<file path="src/hdl/ucm_pkg.sv">
// Constants, types and the register map of the universal counter mode controller.
package ucm_pkg;

	// ==========================================================================
	// Timing
	// ==========================================================================
	localparam int CLK_NS = 25;
	localparam int TICK_NS = 1000;
	localparam int TICK_CYC = TICK_NS / CLK_NS;
	localparam logic [5:0] TICK_LAST = 6'(TICK_CYC - 1);
	localparam int DELAY_MIN_US = 500;
	localparam int DELAY_MAX_MS = 30;
	localparam int GATE_MIN_MS = 60;
	localparam int GATE_MAX_S = 10;
	localparam int POWERUP_S = 2;
	localparam int BLINK_MS = 100;
	localparam int ACT_MS = 200;
	localparam int DTEST_MS = 500;
	localparam logic [23:0] DELAY_MIN_TK = 24'((DELAY_MIN_US * 1000 + TICK_NS - 1) / TICK_NS);
	localparam logic [23:0] DELAY_MAX_TK = 24'(DELAY_MAX_MS * (1000000 / TICK_NS));
	localparam logic [23:0] GATE_MIN_TK = 24'(GATE_MIN_MS * (1000000 / TICK_NS));
	localparam logic [23:0] GATE_MAX_TK = 24'(GATE_MAX_S * (1000000000 / TICK_NS));
	localparam int POWERUP_TK = POWERUP_S * (1000000000 / TICK_NS);
	localparam int BLINK_TK = BLINK_MS * (1000000 / TICK_NS);
	localparam int ACT_TK = ACT_MS * (1000000 / TICK_NS);
	localparam int DTEST_TK = DTEST_MS * (1000000 / TICK_NS);

	// ==========================================================================
	// Measurement and display constants
	// ==========================================================================
	localparam int AVG_SHIFT = 8;
	localparam logic [31:0] AVG_LAST = 32'h000000ff;
	localparam logic [31:0] DEC_1E3 = 32'h000003e8;
	localparam logic [31:0] DEC_1E6 = 32'h000f4240;
	localparam logic [31:0] DEC_1E8 = 32'h05f5e100;
	localparam logic [3:0] DIGIT_BLANK = 4'ha;
	localparam int KEY_FREQ = 0;
	localparam int KEY_TI = 1;
	localparam int KEY_DLY = 2;
	localparam int KEY_RATIO = 3;
	localparam int KEY_FREQC = 4;
	localparam int KEY_TOT = 5;

	// ==========================================================================
	// Register map
	// ==========================================================================
	localparam logic [7:0] REG_CTRL = 8'h00;
	localparam logic [7:0] REG_GATE = 8'h04;
	localparam logic [7:0] REG_STATUS = 8'h08;
	localparam logic [7:0] REG_EVT = 8'h0c;
	localparam logic [7:0] REG_REF = 8'h10;
	localparam logic [7:0] REG_DISP = 8'h14;
	localparam int CTRL_REMOTE = 0;
	localparam int CTRL_ADDR = 1;
	localparam int CTRL_ERRCLR = 2;
	localparam logic [23:0] GATE_RST = 24'h0186a0;

	// ==========================================================================
	// Types
	// ==========================================================================
	typedef enum logic [3:0] {
		DISPLAY_TEST, FREQ_CHAN_ONE, PERIOD_CHAN_ONE, INTERVAL, INTERVAL_AVERAGE,
		INTERVAL_DELAYED, SELF_CHECK, RATIO, GATED_TOTALIZE, FREQ_CHAN_THREE,
		GATE_DISPLAY, MANUAL_TOTALIZE
	} ucm_mode_e;

	typedef enum logic [2:0] {ST_POWER, ST_ARM, ST_OPEN, ST_HOLDOFF, ST_DONE} ucm_state_e;

	typedef struct packed {
		logic trigA;
		logic trigB;
		logic gate;
		logic hz;
		logic sec;
		logic overflowIndicator;
		logic expNeg;
		logic [1:0] expMag;
		logic error;
		logic addressedIndicator;
		logic remote;
	} ucm_ind_s;

	typedef struct packed {
		logic [31:0] value;
		logic [3:0] testDigit;
		logic testMode;
	} ucm_disp_s;

endpackage : ucm_pkg

</file>
<file path="src/hdl/ucm_mode_ctrl.sv">
// Mode decoder, measurement sequencer, annunciators and register port of the counter.
//
// Operation
// Frequency key, shift out: channel A frequency.
// Frequency key, shift in: channel A period.
// Interval key, shift out: A start to B stop.
// Interval key, shift in: averaged A-to-B intervals.
// Delayed interval: stop armed after gate-setting holdoff.
// Stop events ignored during holdoff, 500 us-30 ms.
// Check mode routes reference clock into counting_circuit.
// Ratio mode: channel A over channel B.
// Gated totalize counts A while B gate open.
// Third-input mode enables channel three, measures frequency.
// Gate display measures own gate, 60 ms-10 s.
// Trigger lights off in third-input or gate display.
// Trigger lights blink, off below, on above.
// Reset key clears display, count, remote.
// Gate light exactly while gate open; the code also lights it throughout the power-on self-check.
// Engineering exponent blank/3/6/9 with Hz or s.
// Exponent sign lamp on when exponent negative.
// Overflow lamp when digits exceed eight.
// Self-check fault lights error until cleared.
// Addressed and remote lamps follow bus state.
// No function key: display digit test sequence.
// First result withheld until gate time elapsed.
// Power-on self-check cycle lasts two seconds.
// Cycle: open, accumulate, close, latch, re-arm.
// Key change aborts and restarts the measurement.
//
// Added by the designer: the placing of the registers and strobed register access.
module ucm_mode_ctrl #(
	parameter int unsigned POWERUP_TK = ucm_pkg::POWERUP_TK,
	parameter int unsigned BLINK_TK = ucm_pkg::BLINK_TK,
	parameter int unsigned ACT_TK = ucm_pkg::ACT_TK,
	parameter int unsigned DTEST_TK = ucm_pkg::DTEST_TK
) (
	input wire logic mclk,
	input wire logic srst,
	input wire logic [5:0] funcSw,
	input wire logic shiftKey,
	input wire logic separateInputs,
	input wire logic resetKey,
	input wire logic chanA,
	input wire logic chanB,
	input wire logic chanC,
	input wire logic refClk10,
	input wire logic selfTestFail,
	input wire logic [7:0] regAddr,
	input wire logic [31:0] regWdata,
	input wire logic regWr,
	input wire logic regRd,
	output logic [31:0] regRdata,
	output logic chanCEnable,
	output ucm_pkg::ucm_ind_s ind,
	output ucm_pkg::ucm_disp_s disp
);

	// ==========================================================================
	// Tick divider and input edges
	// ==========================================================================
	logic [5:0] div_q;
	logic aPrev_q, bPrev_q, cPrev_q, rPrev_q;
	wire tick = (div_q == ucm_pkg::TICK_LAST);
	wire riseA = chanA & ~aPrev_q;
	wire fallA = ~chanA & aPrev_q;
	wire riseB = chanB & ~bPrev_q;
	wire riseC = chanC & ~cPrev_q;
	wire riseRef = refClk10 & ~rPrev_q;

	always_ff @(posedge mclk) begin
		if (srst) begin
			div_q <= 6'h00;
			{aPrev_q, bPrev_q, cPrev_q, rPrev_q} <= 4'h0;
		end else begin
			div_q <= tick ? 6'h00 : div_q + 6'h01;
			{aPrev_q, bPrev_q, cPrev_q, rPrev_q} <= {chanA, chanB, chanC, refClk10};
		end
	end

	// ==========================================================================
	// Mode decode
	// ==========================================================================
	ucm_pkg::ucm_mode_e mode_q;
	ucm_pkg::ucm_state_e st_q, stD;
	logic [23:0] pwr_q, gateReg_q;
	wire powering = (pwr_q != 24'(POWERUP_TK));
	wire ucm_pkg::ucm_mode_e modeD =
		funcSw[ucm_pkg::KEY_FREQ] ? (shiftKey ? ucm_pkg::PERIOD_CHAN_ONE : ucm_pkg::FREQ_CHAN_ONE) :
		funcSw[ucm_pkg::KEY_TI] ? (shiftKey ? ucm_pkg::INTERVAL_AVERAGE : ucm_pkg::INTERVAL) :
		funcSw[ucm_pkg::KEY_DLY] ? (shiftKey ? ucm_pkg::SELF_CHECK : ucm_pkg::INTERVAL_DELAYED) :
		funcSw[ucm_pkg::KEY_RATIO] ? (shiftKey ? ucm_pkg::GATED_TOTALIZE : ucm_pkg::RATIO) :
		funcSw[ucm_pkg::KEY_FREQC] ? (shiftKey ? ucm_pkg::GATE_DISPLAY : ucm_pkg::FREQ_CHAN_THREE) :
		funcSw[ucm_pkg::KEY_TOT] ? ucm_pkg::MANUAL_TOTALIZE : ucm_pkg::DISPLAY_TEST;
	wire modeChg = (modeD != mode_q);
	wire restart = !powering && (modeChg || resetKey);
	wire mFreq1 = (mode_q == ucm_pkg::FREQ_CHAN_ONE);
	wire mFreq3 = (mode_q == ucm_pkg::FREQ_CHAN_THREE);
	wire mCheck = (mode_q == ucm_pkg::SELF_CHECK);
	wire mGdisp = (mode_q == ucm_pkg::GATE_DISPLAY);
	wire mPer = (mode_q == ucm_pkg::PERIOD_CHAN_ONE);
	wire mTi = (mode_q == ucm_pkg::INTERVAL);
	wire mAvg = (mode_q == ucm_pkg::INTERVAL_AVERAGE);
	wire mDly = (mode_q == ucm_pkg::INTERVAL_DELAYED);
	wire mRatio = (mode_q == ucm_pkg::RATIO);
	wire mGtot = (mode_q == ucm_pkg::GATED_TOTALIZE);
	wire mTot = (mode_q == ucm_pkg::MANUAL_TOTALIZE);
	wire isTimed = mFreq1 | mFreq3 | mCheck | mGdisp | mAvg;
	wire isAccum = mGtot | mTot;
	wire isFreqKind = mFreq1 | mFreq3 | mCheck | mRatio;
	wire isTimeKind = mPer | mTi | mAvg | mDly | mGdisp;
	// In common-input wiring the stop edge is the falling edge of channel A.
	wire stopEv = separateInputs ? riseB : fallA;
	wire accGate = mGtot ? chanB : shiftKey;
	wire evtInc = (mFreq1 & riseA) | (mFreq3 & riseC) | (mCheck & riseRef)
		| (isAccum & accGate & riseA) | (mRatio & riseA);
	// The single time knob is clamped to the range that the active mode allows.
	wire [23:0] gateTk = (gateReg_q < ucm_pkg::GATE_MIN_TK) ? ucm_pkg::GATE_MIN_TK :
		(gateReg_q > ucm_pkg::GATE_MAX_TK) ? ucm_pkg::GATE_MAX_TK : gateReg_q;
	wire [23:0] delayTk = (gateReg_q < ucm_pkg::DELAY_MIN_TK) ? ucm_pkg::DELAY_MIN_TK :
		(gateReg_q > ucm_pkg::DELAY_MAX_TK) ? ucm_pkg::DELAY_MAX_TK : gateReg_q;

	// ==========================================================================
	// Measurement sequencer
	// ==========================================================================
	logic [31:0] evt_q, ref_q, evtD, refD;
	logic [23:0] tmr_q, tmrD, hold_q;
	logic ivOpen_q, ivD, load, holdDone_q;

	always_comb begin
		stD = st_q;
		evtD = evt_q;
		refD = ref_q;
		tmrD = tick ? tmr_q + 24'h000001 : tmr_q;
		ivD = ivOpen_q;
		load = 1'b0;
		case (st_q)
			ucm_pkg::ST_POWER: begin
				if (!powering) begin
					stD = ucm_pkg::ST_ARM;
				end
			end
			ucm_pkg::ST_ARM: begin
				evtD = 32'h00000000;
				refD = 32'h00000000;
				tmrD = 24'h000000;
				ivD = 1'b0;
				if (isTimed || isAccum) begin
					stD = ucm_pkg::ST_OPEN;
				end else if ((mPer || mTi) && riseA) begin
					stD = ucm_pkg::ST_OPEN;
				end else if (mRatio && riseB) begin
					stD = ucm_pkg::ST_OPEN;
				end else if (mDly && riseA) begin
					stD = ucm_pkg::ST_HOLDOFF;
				end
			end
			ucm_pkg::ST_OPEN: begin
				if (isAccum) begin
					evtD = evt_q + {31'h00000000, evtInc};
				end else if (mAvg) begin
					refD = ref_q + {31'h00000000, ivOpen_q};
					if (!ivOpen_q && riseA) begin
						ivD = 1'b1;
					end else if (ivOpen_q && stopEv) begin
						ivD = 1'b0;
						evtD = evt_q + 32'h00000001;
						if (evt_q == ucm_pkg::AVG_LAST) begin
							stD = ucm_pkg::ST_DONE;
						end
					end
				end else if (mPer) begin
					refD = ref_q + 32'h00000001;
					if (riseA) begin
						stD = ucm_pkg::ST_DONE;
					end
				end else if (mTi || mDly) begin
					refD = ref_q + 32'h00000001;
					if (stopEv) begin
						stD = ucm_pkg::ST_DONE;
					end
				end else if (mRatio) begin
					evtD = evt_q + {31'h00000000, evtInc};
					if (riseB) begin
						stD = ucm_pkg::ST_DONE;
					end
				end else begin
					evtD = evt_q + {31'h00000000, evtInc};
					refD = ref_q + 32'h00000001;
					if (tmr_q >= gateTk) begin
						stD = ucm_pkg::ST_DONE;
					end
				end
			end
			ucm_pkg::ST_HOLDOFF: begin
				// Stop edges fall through unseen here; only the timer and the reference count move on.
				refD = ref_q + 32'h00000001;
				if (tmr_q >= delayTk) begin
					stD = ucm_pkg::ST_OPEN;
				end
			end
			ucm_pkg::ST_DONE: begin
				load = 1'b1;
				stD = ucm_pkg::ST_ARM;
			end
			default: begin
				stD = ucm_pkg::ST_ARM;
			end
		endcase
		if (restart) begin
			stD = ucm_pkg::ST_ARM;
			evtD = 32'h00000000;
			refD = 32'h00000000;
			tmrD = 24'h000000;
			ivD = 1'b0;
			load = 1'b0;
		end
	end

	always_ff @(posedge mclk) begin
		if (srst) begin
			st_q <= ucm_pkg::ST_POWER;
			mode_q <= ucm_pkg::DISPLAY_TEST;
			{evt_q, ref_q} <= 64'h0;
			tmr_q <= 24'h000000;
			ivOpen_q <= 1'b0;
		end else begin
			st_q <= stD;
			mode_q <= modeD;
			{evt_q, ref_q} <= {evtD, refD};
			tmr_q <= tmrD;
			ivOpen_q <= ivD;
		end
	end

	// ==========================================================================
	// First-result holdoff, power-up timer, display test stepping
	// ==========================================================================
	logic [23:0] dtCnt_q;
	logic [3:0] dtDigit_q;

	always_ff @(posedge mclk) begin
		if (srst) begin
			pwr_q <= 24'h000000;
			hold_q <= 24'h000000;
			holdDone_q <= 1'b0;
			dtCnt_q <= 24'h000000;
			dtDigit_q <= 4'h0;
		end else begin
			if (powering && tick) begin
				pwr_q <= pwr_q + 24'h000001;
			end
			if (powering || restart) begin
				hold_q <= 24'h000000;
				holdDone_q <= 1'b0;
			end else if (tick && !holdDone_q) begin
				hold_q <= hold_q + 24'h000001;
				holdDone_q <= (hold_q >= gateTk);
			end
			if (mode_q != ucm_pkg::DISPLAY_TEST) begin
				dtCnt_q <= 24'h000000;
				dtDigit_q <= 4'h0;
			end else if (tick) begin
				dtCnt_q <= (dtCnt_q == 24'(DTEST_TK)) ? 24'h000000 : dtCnt_q + 24'h000001;
				if (dtCnt_q == 24'(DTEST_TK)) begin
					dtDigit_q <= (dtDigit_q == ucm_pkg::DIGIT_BLANK) ? 4'h0 : dtDigit_q + 4'h1;
				end
			end
		end
	end

	// ==========================================================================
	// Result latch and engineering format
	// ==========================================================================
	logic [31:0] dispVal_q;
	logic dispFreq_q, dispTime_q;
	wire [31:0] tBase = mAvg ? (ref_q >> ucm_pkg::AVG_SHIFT) : ref_q;
	// A count of 25 ns clocks becomes nanoseconds; the sum wraps past 4.29 s.
	wire [31:0] tNs = (tBase << 4) + (tBase << 3) + tBase;
	wire [31:0] result = isTimeKind ? tNs : evt_q;
	wire dispLoad = load && holdDone_q;
	wire big3 = (dispVal_q >= ucm_pkg::DEC_1E3);
	wire big6 = (dispVal_q >= ucm_pkg::DEC_1E6);
	wire overflow_indicator = (dispVal_q >= ucm_pkg::DEC_1E8);
	wire [1:0] expFreq = big6 ? 2'h2 : (big3 ? 2'h1 : 2'h0);
	wire [1:0] expTime = big6 ? 2'h1 : (big3 ? 2'h2 : 2'h3);
	wire [1:0] expMag = dispFreq_q ? expFreq : (dispTime_q ? expTime : 2'h0);

	always_ff @(posedge mclk) begin
		if (srst) begin
			dispVal_q <= 32'h00000000;
			{dispFreq_q, dispTime_q} <= 2'h0;
		end else if (restart) begin
			dispVal_q <= 32'h00000000;
			{dispFreq_q, dispTime_q} <= 2'h0;
		end else if (isAccum && st_q == ucm_pkg::ST_OPEN) begin
			dispVal_q <= evt_q;
			{dispFreq_q, dispTime_q} <= 2'h0;
		end else if (dispLoad) begin
			dispVal_q <= result;
			{dispFreq_q, dispTime_q} <= {isFreqKind, isTimeKind};
		end
	end

	// ==========================================================================
	// Trigger lights
	// ==========================================================================
	logic [23:0] blink_q;
	logic blinkPh_q;
	logic [1:0] lamp;
	wire [1:0] lvl = {chanB, chanA};
	wire [1:0] rise = {riseB, riseA};
	wire lampsOff = mFreq3 | mGdisp;

	always_ff @(posedge mclk) begin
		if (srst) begin
			blink_q <= 24'h000000;
			blinkPh_q <= 1'b0;
		end else if (tick) begin
			blink_q <= (blink_q == 24'(BLINK_TK)) ? 24'h000000 : blink_q + 24'h000001;
			blinkPh_q <= (blink_q == 24'(BLINK_TK)) ? ~blinkPh_q : blinkPh_q;
		end
	end

	for (genvar i = 0; i < 2; i++) begin : g_trig
		logic [23:0] act_q;
		always_ff @(posedge mclk) begin
			if (srst) begin
				act_q <= 24'h000000;
			end else if (rise[i]) begin
				act_q <= 24'(ACT_TK);
			end else if (tick && act_q != 24'h000000) begin
				act_q <= act_q - 24'h000001;
			end
		end
		assign lamp[i] = (act_q != 24'h000000) ? blinkPh_q : lvl[i];
	end

	// ==========================================================================
	// Register port and annunciators
	// ==========================================================================
	logic remote_q, addressed_q, err_q, chanCEn_q;
	ucm_pkg::ucm_ind_s ind_q, indD;
	ucm_pkg::ucm_disp_s disp_q;
	wire gateOpen = (st_q == ucm_pkg::ST_OPEN) || (st_q == ucm_pkg::ST_HOLDOFF);
	wire wrCtrl = regWr && (regAddr == ucm_pkg::REG_CTRL);
	wire wrGate = regWr && (regAddr == ucm_pkg::REG_GATE);
	wire errClr = wrCtrl && regWdata[ucm_pkg::CTRL_ERRCLR];
	wire [31:0] status = {23'h000000, chanCEn_q, overflow_indicator, err_q, powering, gateOpen, 4'(mode_q)};
	wire [31:0] rdMux =
		(regAddr == ucm_pkg::REG_CTRL) ? {30'h00000000, addressed_q, remote_q} :
		(regAddr == ucm_pkg::REG_GATE) ? {8'h00, gateReg_q} :
		(regAddr == ucm_pkg::REG_STATUS) ? status :
		(regAddr == ucm_pkg::REG_EVT) ? evt_q :
		(regAddr == ucm_pkg::REG_REF) ? ref_q :
		(regAddr == ucm_pkg::REG_DISP) ? dispVal_q : 32'h00000000;

	always_comb begin
		indD.trigA = powering | (lamp[0] & ~lampsOff);
		indD.trigB = powering | (lamp[1] & ~lampsOff);
		indD.gate = powering | gateOpen;
		indD.hz = powering | dispFreq_q;
		indD.sec = powering | dispTime_q;
		indD.overflowIndicator = powering | overflow_indicator;
		indD.expNeg = !powering && dispTime_q && (expMag != 2'h0);
		indD.expMag = powering ? 2'h0 : expMag;
		indD.error = err_q;
		indD.addressedIndicator = addressed_q;
		indD.remote = remote_q;
	end

	always_ff @(posedge mclk) begin
		if (srst) begin
			remote_q <= 1'b0;
			addressed_q <= 1'b0;
			err_q <= 1'b0;
			chanCEn_q <= 1'b0;
			gateReg_q <= ucm_pkg::GATE_RST;
			regRdata <= 32'h00000000;
			ind_q <= '0;
			disp_q <= '0;
		end else begin
			if (resetKey && !powering) begin
				remote_q <= 1'b0;
			end else if (wrCtrl) begin
				remote_q <= regWdata[ucm_pkg::CTRL_REMOTE];
			end
			if (wrCtrl) begin
				addressed_q <= regWdata[ucm_pkg::CTRL_ADDR];
			end
			if (wrGate) begin
				gateReg_q <= regWdata[23:0];
			end
			if (powering && selfTestFail) begin
				err_q <= 1'b1;
			end else if (errClr) begin
				err_q <= 1'b0;
			end
			chanCEn_q <= mFreq3;
			regRdata <= regRd ? rdMux : 32'h00000000;
			ind_q <= indD;
			disp_q.value <= dispVal_q;
			disp_q.testMode <= (mode_q == ucm_pkg::DISPLAY_TEST);
			disp_q.testDigit <= dtDigit_q;
		end
	end

	assign ind = ind_q;
	assign disp = disp_q;
	assign chanCEnable = chanCEn_q;

	// ==========================================================================
	// Checks
	// ==========================================================================
	chk_error_sticky: assert property (@(posedge mclk) disable iff (srst)
		err_q && !errClr |=> err_q) else $error("error lamp dropped without clear");
	chk_trig_dark: assert property (@(posedge mclk) disable iff (srst)
		lampsOff && !powering |=> !ind.trigA && !ind.trigB)
		else $error("trigger light on in third-input or gate display");
	chk_gate_lamp: assert property (@(posedge mclk) disable iff (srst)
		!powering && !$past(powering) |-> ind.gate == $past(gateOpen))
		else $error("gate light disagrees with gate");
	chk_holdoff_stop: assert property (@(posedge mclk) disable iff (srst)
		st_q == ucm_pkg::ST_HOLDOFF && !restart |=> st_q != ucm_pkg::ST_DONE)
		else $error("stop accepted during holdoff");
	chk_holdoff_len: assert property (@(posedge mclk) disable iff (srst)
		$rose(st_q == ucm_pkg::ST_OPEN) && mDly |-> tmr_q >= delayTk)
		else $error("stop armed before holdoff ended");
	chk_restart_abort: assert property (@(posedge mclk) disable iff (srst)
		restart |=> st_q == ucm_pkg::ST_ARM && evt_q == 32'h00000000)
		else $error("measurement not restarted");
	chk_reset_key: assert property (@(posedge mclk) disable iff (srst)
		resetKey && !powering |=> !remote_q && dispVal_q == 32'h00000000)
		else $error("reset key did not clear");
	chk_first_hold: assert property (@(posedge mclk) disable iff (srst)
		load && !holdDone_q |=> $stable(dispVal_q) || isAccum)
		else $error("result shown before gate time elapsed");
	chk_overflow_indicator_lamp: assert property (@(posedge mclk) disable iff (srst)
		dispVal_q >= ucm_pkg::DEC_1E8 |=> ind.overflowIndicator)
		else $error("overflow lamp missing");
	chk_power_hold: assert property (@(posedge mclk) disable iff (srst)
		powering |-> st_q == ucm_pkg::ST_POWER) else $error("measuring during self-check");

endmodule : ucm_mode_ctrl

</file>
<file path="config.mk">
export PLATFORM = sky130hd
export DESIGN_NAME = ucm_mode_ctrl
export DESIGN_NICKNAME = d
export VERILOG_FILES = /design/src/hdl/ucm_pkg.sv /design/src/hdl/ucm_mode_ctrl.sv
export SDC_FILE = /design/constraint.sdc
export NUM_CORES = 1
export LEC_CHECK = 0
export BUFFER_PORTS_ARGS = -buffer_cell sky130_fd_sc_hd__buf_2
export CAP_MARGIN = 20
export CORE_ASPECT_RATIO = 1.5
export CORE_UTILIZATION = 45
export CTS_BUF_LIST = sky130_fd_sc_hd__clkbuf_16
export CTS_CLUSTER_SIZE = 8
export DETAILED_ROUTE_END_ITERATION = 8
export GPL_ROUTABILITY_DRIVEN = 0
export GPL_TIMING_DRIVEN = 0
export PLACE_DENSITY_LB_ADDON = 0.1
export SLEW_MARGIN = 0
export SYNTH_ARGS = -nofsm -noshare
export SYNTH_HDL_FRONTEND = slang
export SYNTH_SLANG_ARGS = --single-unit
</file>
<file path="constraint.sdc">
create_clock -name mclk -period 6.11 [get_ports mclk]
set_input_delay 0.9165 -clock mclk [delete_from_list [all_inputs] [get_ports mclk]]
set_output_delay 0.9165 -clock mclk [all_outputs]
set_load 0.03 [all_outputs]
</file>
==> results by group <==
Outcome
  • Outcome: completed

Drt
  • Initial DRC Count: 1767
  • Antenna-violating nets left: 0
  • Final wirelength: 83.3 mm
  • DR vias/cell: 5.98
  • Drc violations: 0
  • DR WL/cell: 22.2 µm
  • Via count: 22400
  • Pre-antenna DRT Iters: 5

Global routing
  • Largest net degree at the start of global routing: 16
  • Vias in the first global route: 22000
  • First-pass GRT wire length: 127 mm
  • GRT Util Overall: 31.3%
  • Gr ovfl total: 0
  • Antenna violations before repair: 1

Synthesis
  • Number of synthesized flops with an enable pin: 0
  • Fraction of registers with async set/reset: 0%
  • Yosys reg bits: 399
  • Main synth FF type: dfxtp_1
  • Synth warn: 0
  • Sequential area share after synthesis: 34.5%
  • Synth Instances: 2880
  • Mapped cell area: 23200 µm²
  • Syn Area/Cell: 8.05 µm²
  • Netlist cell types: 95

CTS
  • Number of buffers created by CTS: 55
  • Skew-Pair Late Insertion Delay: 0.61 ns
  • CTS tree: built
  • CTS Buffer Depth: 3
  • Root buffer cell: clkbuf_16
  • CTS H-tree lvls: 2
  • Sink Count: 399
  • Postcts setup bufs: 0
  • Clock transition at path regs: 0.05 ns
  • Cts-stage hold buffer count: 0

Power
  • Flop pwr share: 45.4%
  • Switching pwr: 1490 µW
  • PwrDens: 223 nW/µm²
  • Sw frac: 25.7%
  • Worst vdd ir: 0.200 mV
  • Part of the power in combinational logic: 7.7%
  • Clock power frac: 46.9%
  • Leakage: 0.0100 µW
  • Internal power: 4330 µW

STA
  • Final Hold Vio Count: 0
  • Min Tclk post-route: 5.87 ns
  • RSZ-0062 raised after global routing: false
  • Worst-Margin Slew: 1.07 ns
  • Fin crit share: 96.1%
  • Max-slew violations: 0
  • Max_slew headroom: 27.9%
  • Worst Skew: 0.0190 ns
  • # setup viols final: 0
  • Max Clk Rate: 0.170 GHz
  • Final hold slack: 0.459 ns

Final layout
  • Most frequent cells in the layout: nor2_1, dfxtp_1, nand2_1, a21oi_1, buf_2
  • Fraction of layout cells with a size suffix above 1: 8.58%
  • Layout Nets: 3278
  • Utilization after layout: 51.5%
  • Most common cell after layout, fill and taps aside: nor2_1
  • Final std cell area, no fill: 26200 µm²
  • Area growth syn-to-layout: 12.8%

Floorplanning
  • Starting Density: 45.6%
  • Num rows: 101
  • Die ar.: 52400 µm²
  • Die height: 280 µm
  • Core area: 50800 µm²
  • Die width: 187 µm
  • I/O Pins: 140

Critical path
  • Max stage delay on crit path: 0.55 ns
  • Req. time, crit path: 6.61 ns
  • Critical-path maximum fanout: 19
  • Worst path cell trace: buf_2 -> nor4b_4 -> clkbuf_4 -> buf_2 -> mux2i_1 -> inv_1 -> fa_1 -> ha_1 -> a21o_1 -> a21o_1 -> a221oi_1 -> nand3_1 -> a221o_1 -> o41ai_1 -> mux2_1 -> a211oi_1
  • WP data arrival: 6.37 ns
  • Worst R2R Start: mode_q[0]
  • CP max-delay cell: o41ai_1
  • Crit-path leading delay family: compound AO/OA/AOI/OAI gates
  • Crit end category: register
  • Critical path class: reg2reg
  • Bufs and invs on worst path: 4
  • CP startpoint kind: register
  • Worst setup startpoint: mode_q[0]

Placement
  • DP HPWL: 64.3 mm
  • Area post-placement: 24700 µm²
  • Port bufs: 129

Hold path
  • HP Start: div_q[0]
  • Worst Hold Class: reg2reg

Flow run
  • Max_cap viols: 0
==> cells in the mapped netlist (all sizes together) (23+ instances only) <==
library cell  count  share of area [%]
fa               28                2.4
buf              33               0.72
nor2            410                7.0
ha              117                6.3
mux2i            75                3.2
a21oi           195                4.2
a21o             23               0.74
and3             33               0.91
a211oi           33                1.1
xor2            103                3.9
nand3           106                2.3
nor4             41                1.2
o21ai           146                3.2
nand2           309                5.0
clkbuf          133                2.2
nand2b           27               0.74
a31oi            41                1.2
nor3             57                1.3
inv              59               0.96
nor2b            75                2.0
dfxtp           399                 34
xnor2            66                2.5
nand4            68                1.9
or3              40                1.1
==> worst paths after layout <==
kind | depth (start not counted) | slack [ns] | end
setup / recovery | 16 | 0.24 | dispVal_q[30]
hold / removal | 1 | 0.46 | div_q[0]
setup reg to reg | 16 | 0.24 | dispVal_q[30]
hold reg to reg | 1 | 0.46 | div_q[0]
==> sequential cells by signal (all words and copies together) (netlist names), 3 cells and up <==
signal / flops
g_trig.act_q: 48
disp: 37
dispVal_q: 32
evt_q: 32
ref_q: 32
regRdata: 32
blink_q: 24
dtCnt_q: 24
gateReg_q: 24
hold_q: 24
pwr_q: 24
tmr_q: 24
ind: 12
div_q: 6
dtDigit_q: 4
mode_q: 4
st_q: 3
==> cell type report <==
type | count | area [µm²]
Timing Repair Buffer | 131 | 658
Clock inverter | 4 | 52.6
Fill cell | 5030 | 24600
Buffer | 165 | 672
Clock buffer | 55 | 1380
Sequential cell | 399 | 7990
Antenna cell | 1 | 2.50
Tap cell | 669 | 837
Multi-Input combinational cell | 2264 | 14300
Inverter | 59 | 221
==> kinds of logic after synthesis <==
kind of cell    share of synthesized area [%]
simple gates                             27.6
compound gates                           15.6
flops                                    34.5
buf+inv                                  3.84
xor+xnor                                 6.39
fa+ha+maj                                8.73
mux                                      3.38
other cells                            0.0162
==> stage by stage <==
step / instances / power, µW / TNS [ns] / setup slack [ns]
global route: 3746 / 6000 / 0 / 0.0207
floorplan: 2888 / 2960 / 0 / 1.29
global placement: 3686 / 3130 / -0.640 / -0.255
CTS: 3746 / 5850 / 0 / 0.125
finish: 3747 / 5820 / 0 / 0.238
detailed placement: 3687 / 3130 / -1.10 / -0.424
==> what timing repair did <==
action / 4_1_cts / 5_1_grt
pin swaps: 0 / 0
cloned: 0 / 0
resized for setup: 4 / 3
endpoints found under the setup margin: 4 / 3
==> metal layers <==
| layer | up-vias | wire, µm | GRT usage (%) |
|---|---|---|---|
| met5 | - | 0 | 0 |
| met4 | 0 | 6880 | 23.1 |
| met3 | 308 | 5490 | 4.79 |
| met2 | 921 | 40100 | 54.8 |
| met1 | 10600 | 30900 | 34.3 |
| li1 | 10500 | - | - |
==> power by group through the flow <==
| stage | Clock, µW | Combinational, µW | Sequential [µW] |
|---|---|---|---|
| 6_report | 2730 | 450 | 2640 |
| 5_1_grt | 2870 | 480 | 2640 |
| 4_1_cts | 2770 | 437 | 2640 |
| 3_5_place_dp | 0 | 435 | 2700 |
| 3_3_place_gp | 0 | 431 | 2700 |
| 2_1_floorplan | 0 | 268 | 2700 |
Power figures use the tool's default switching activity.
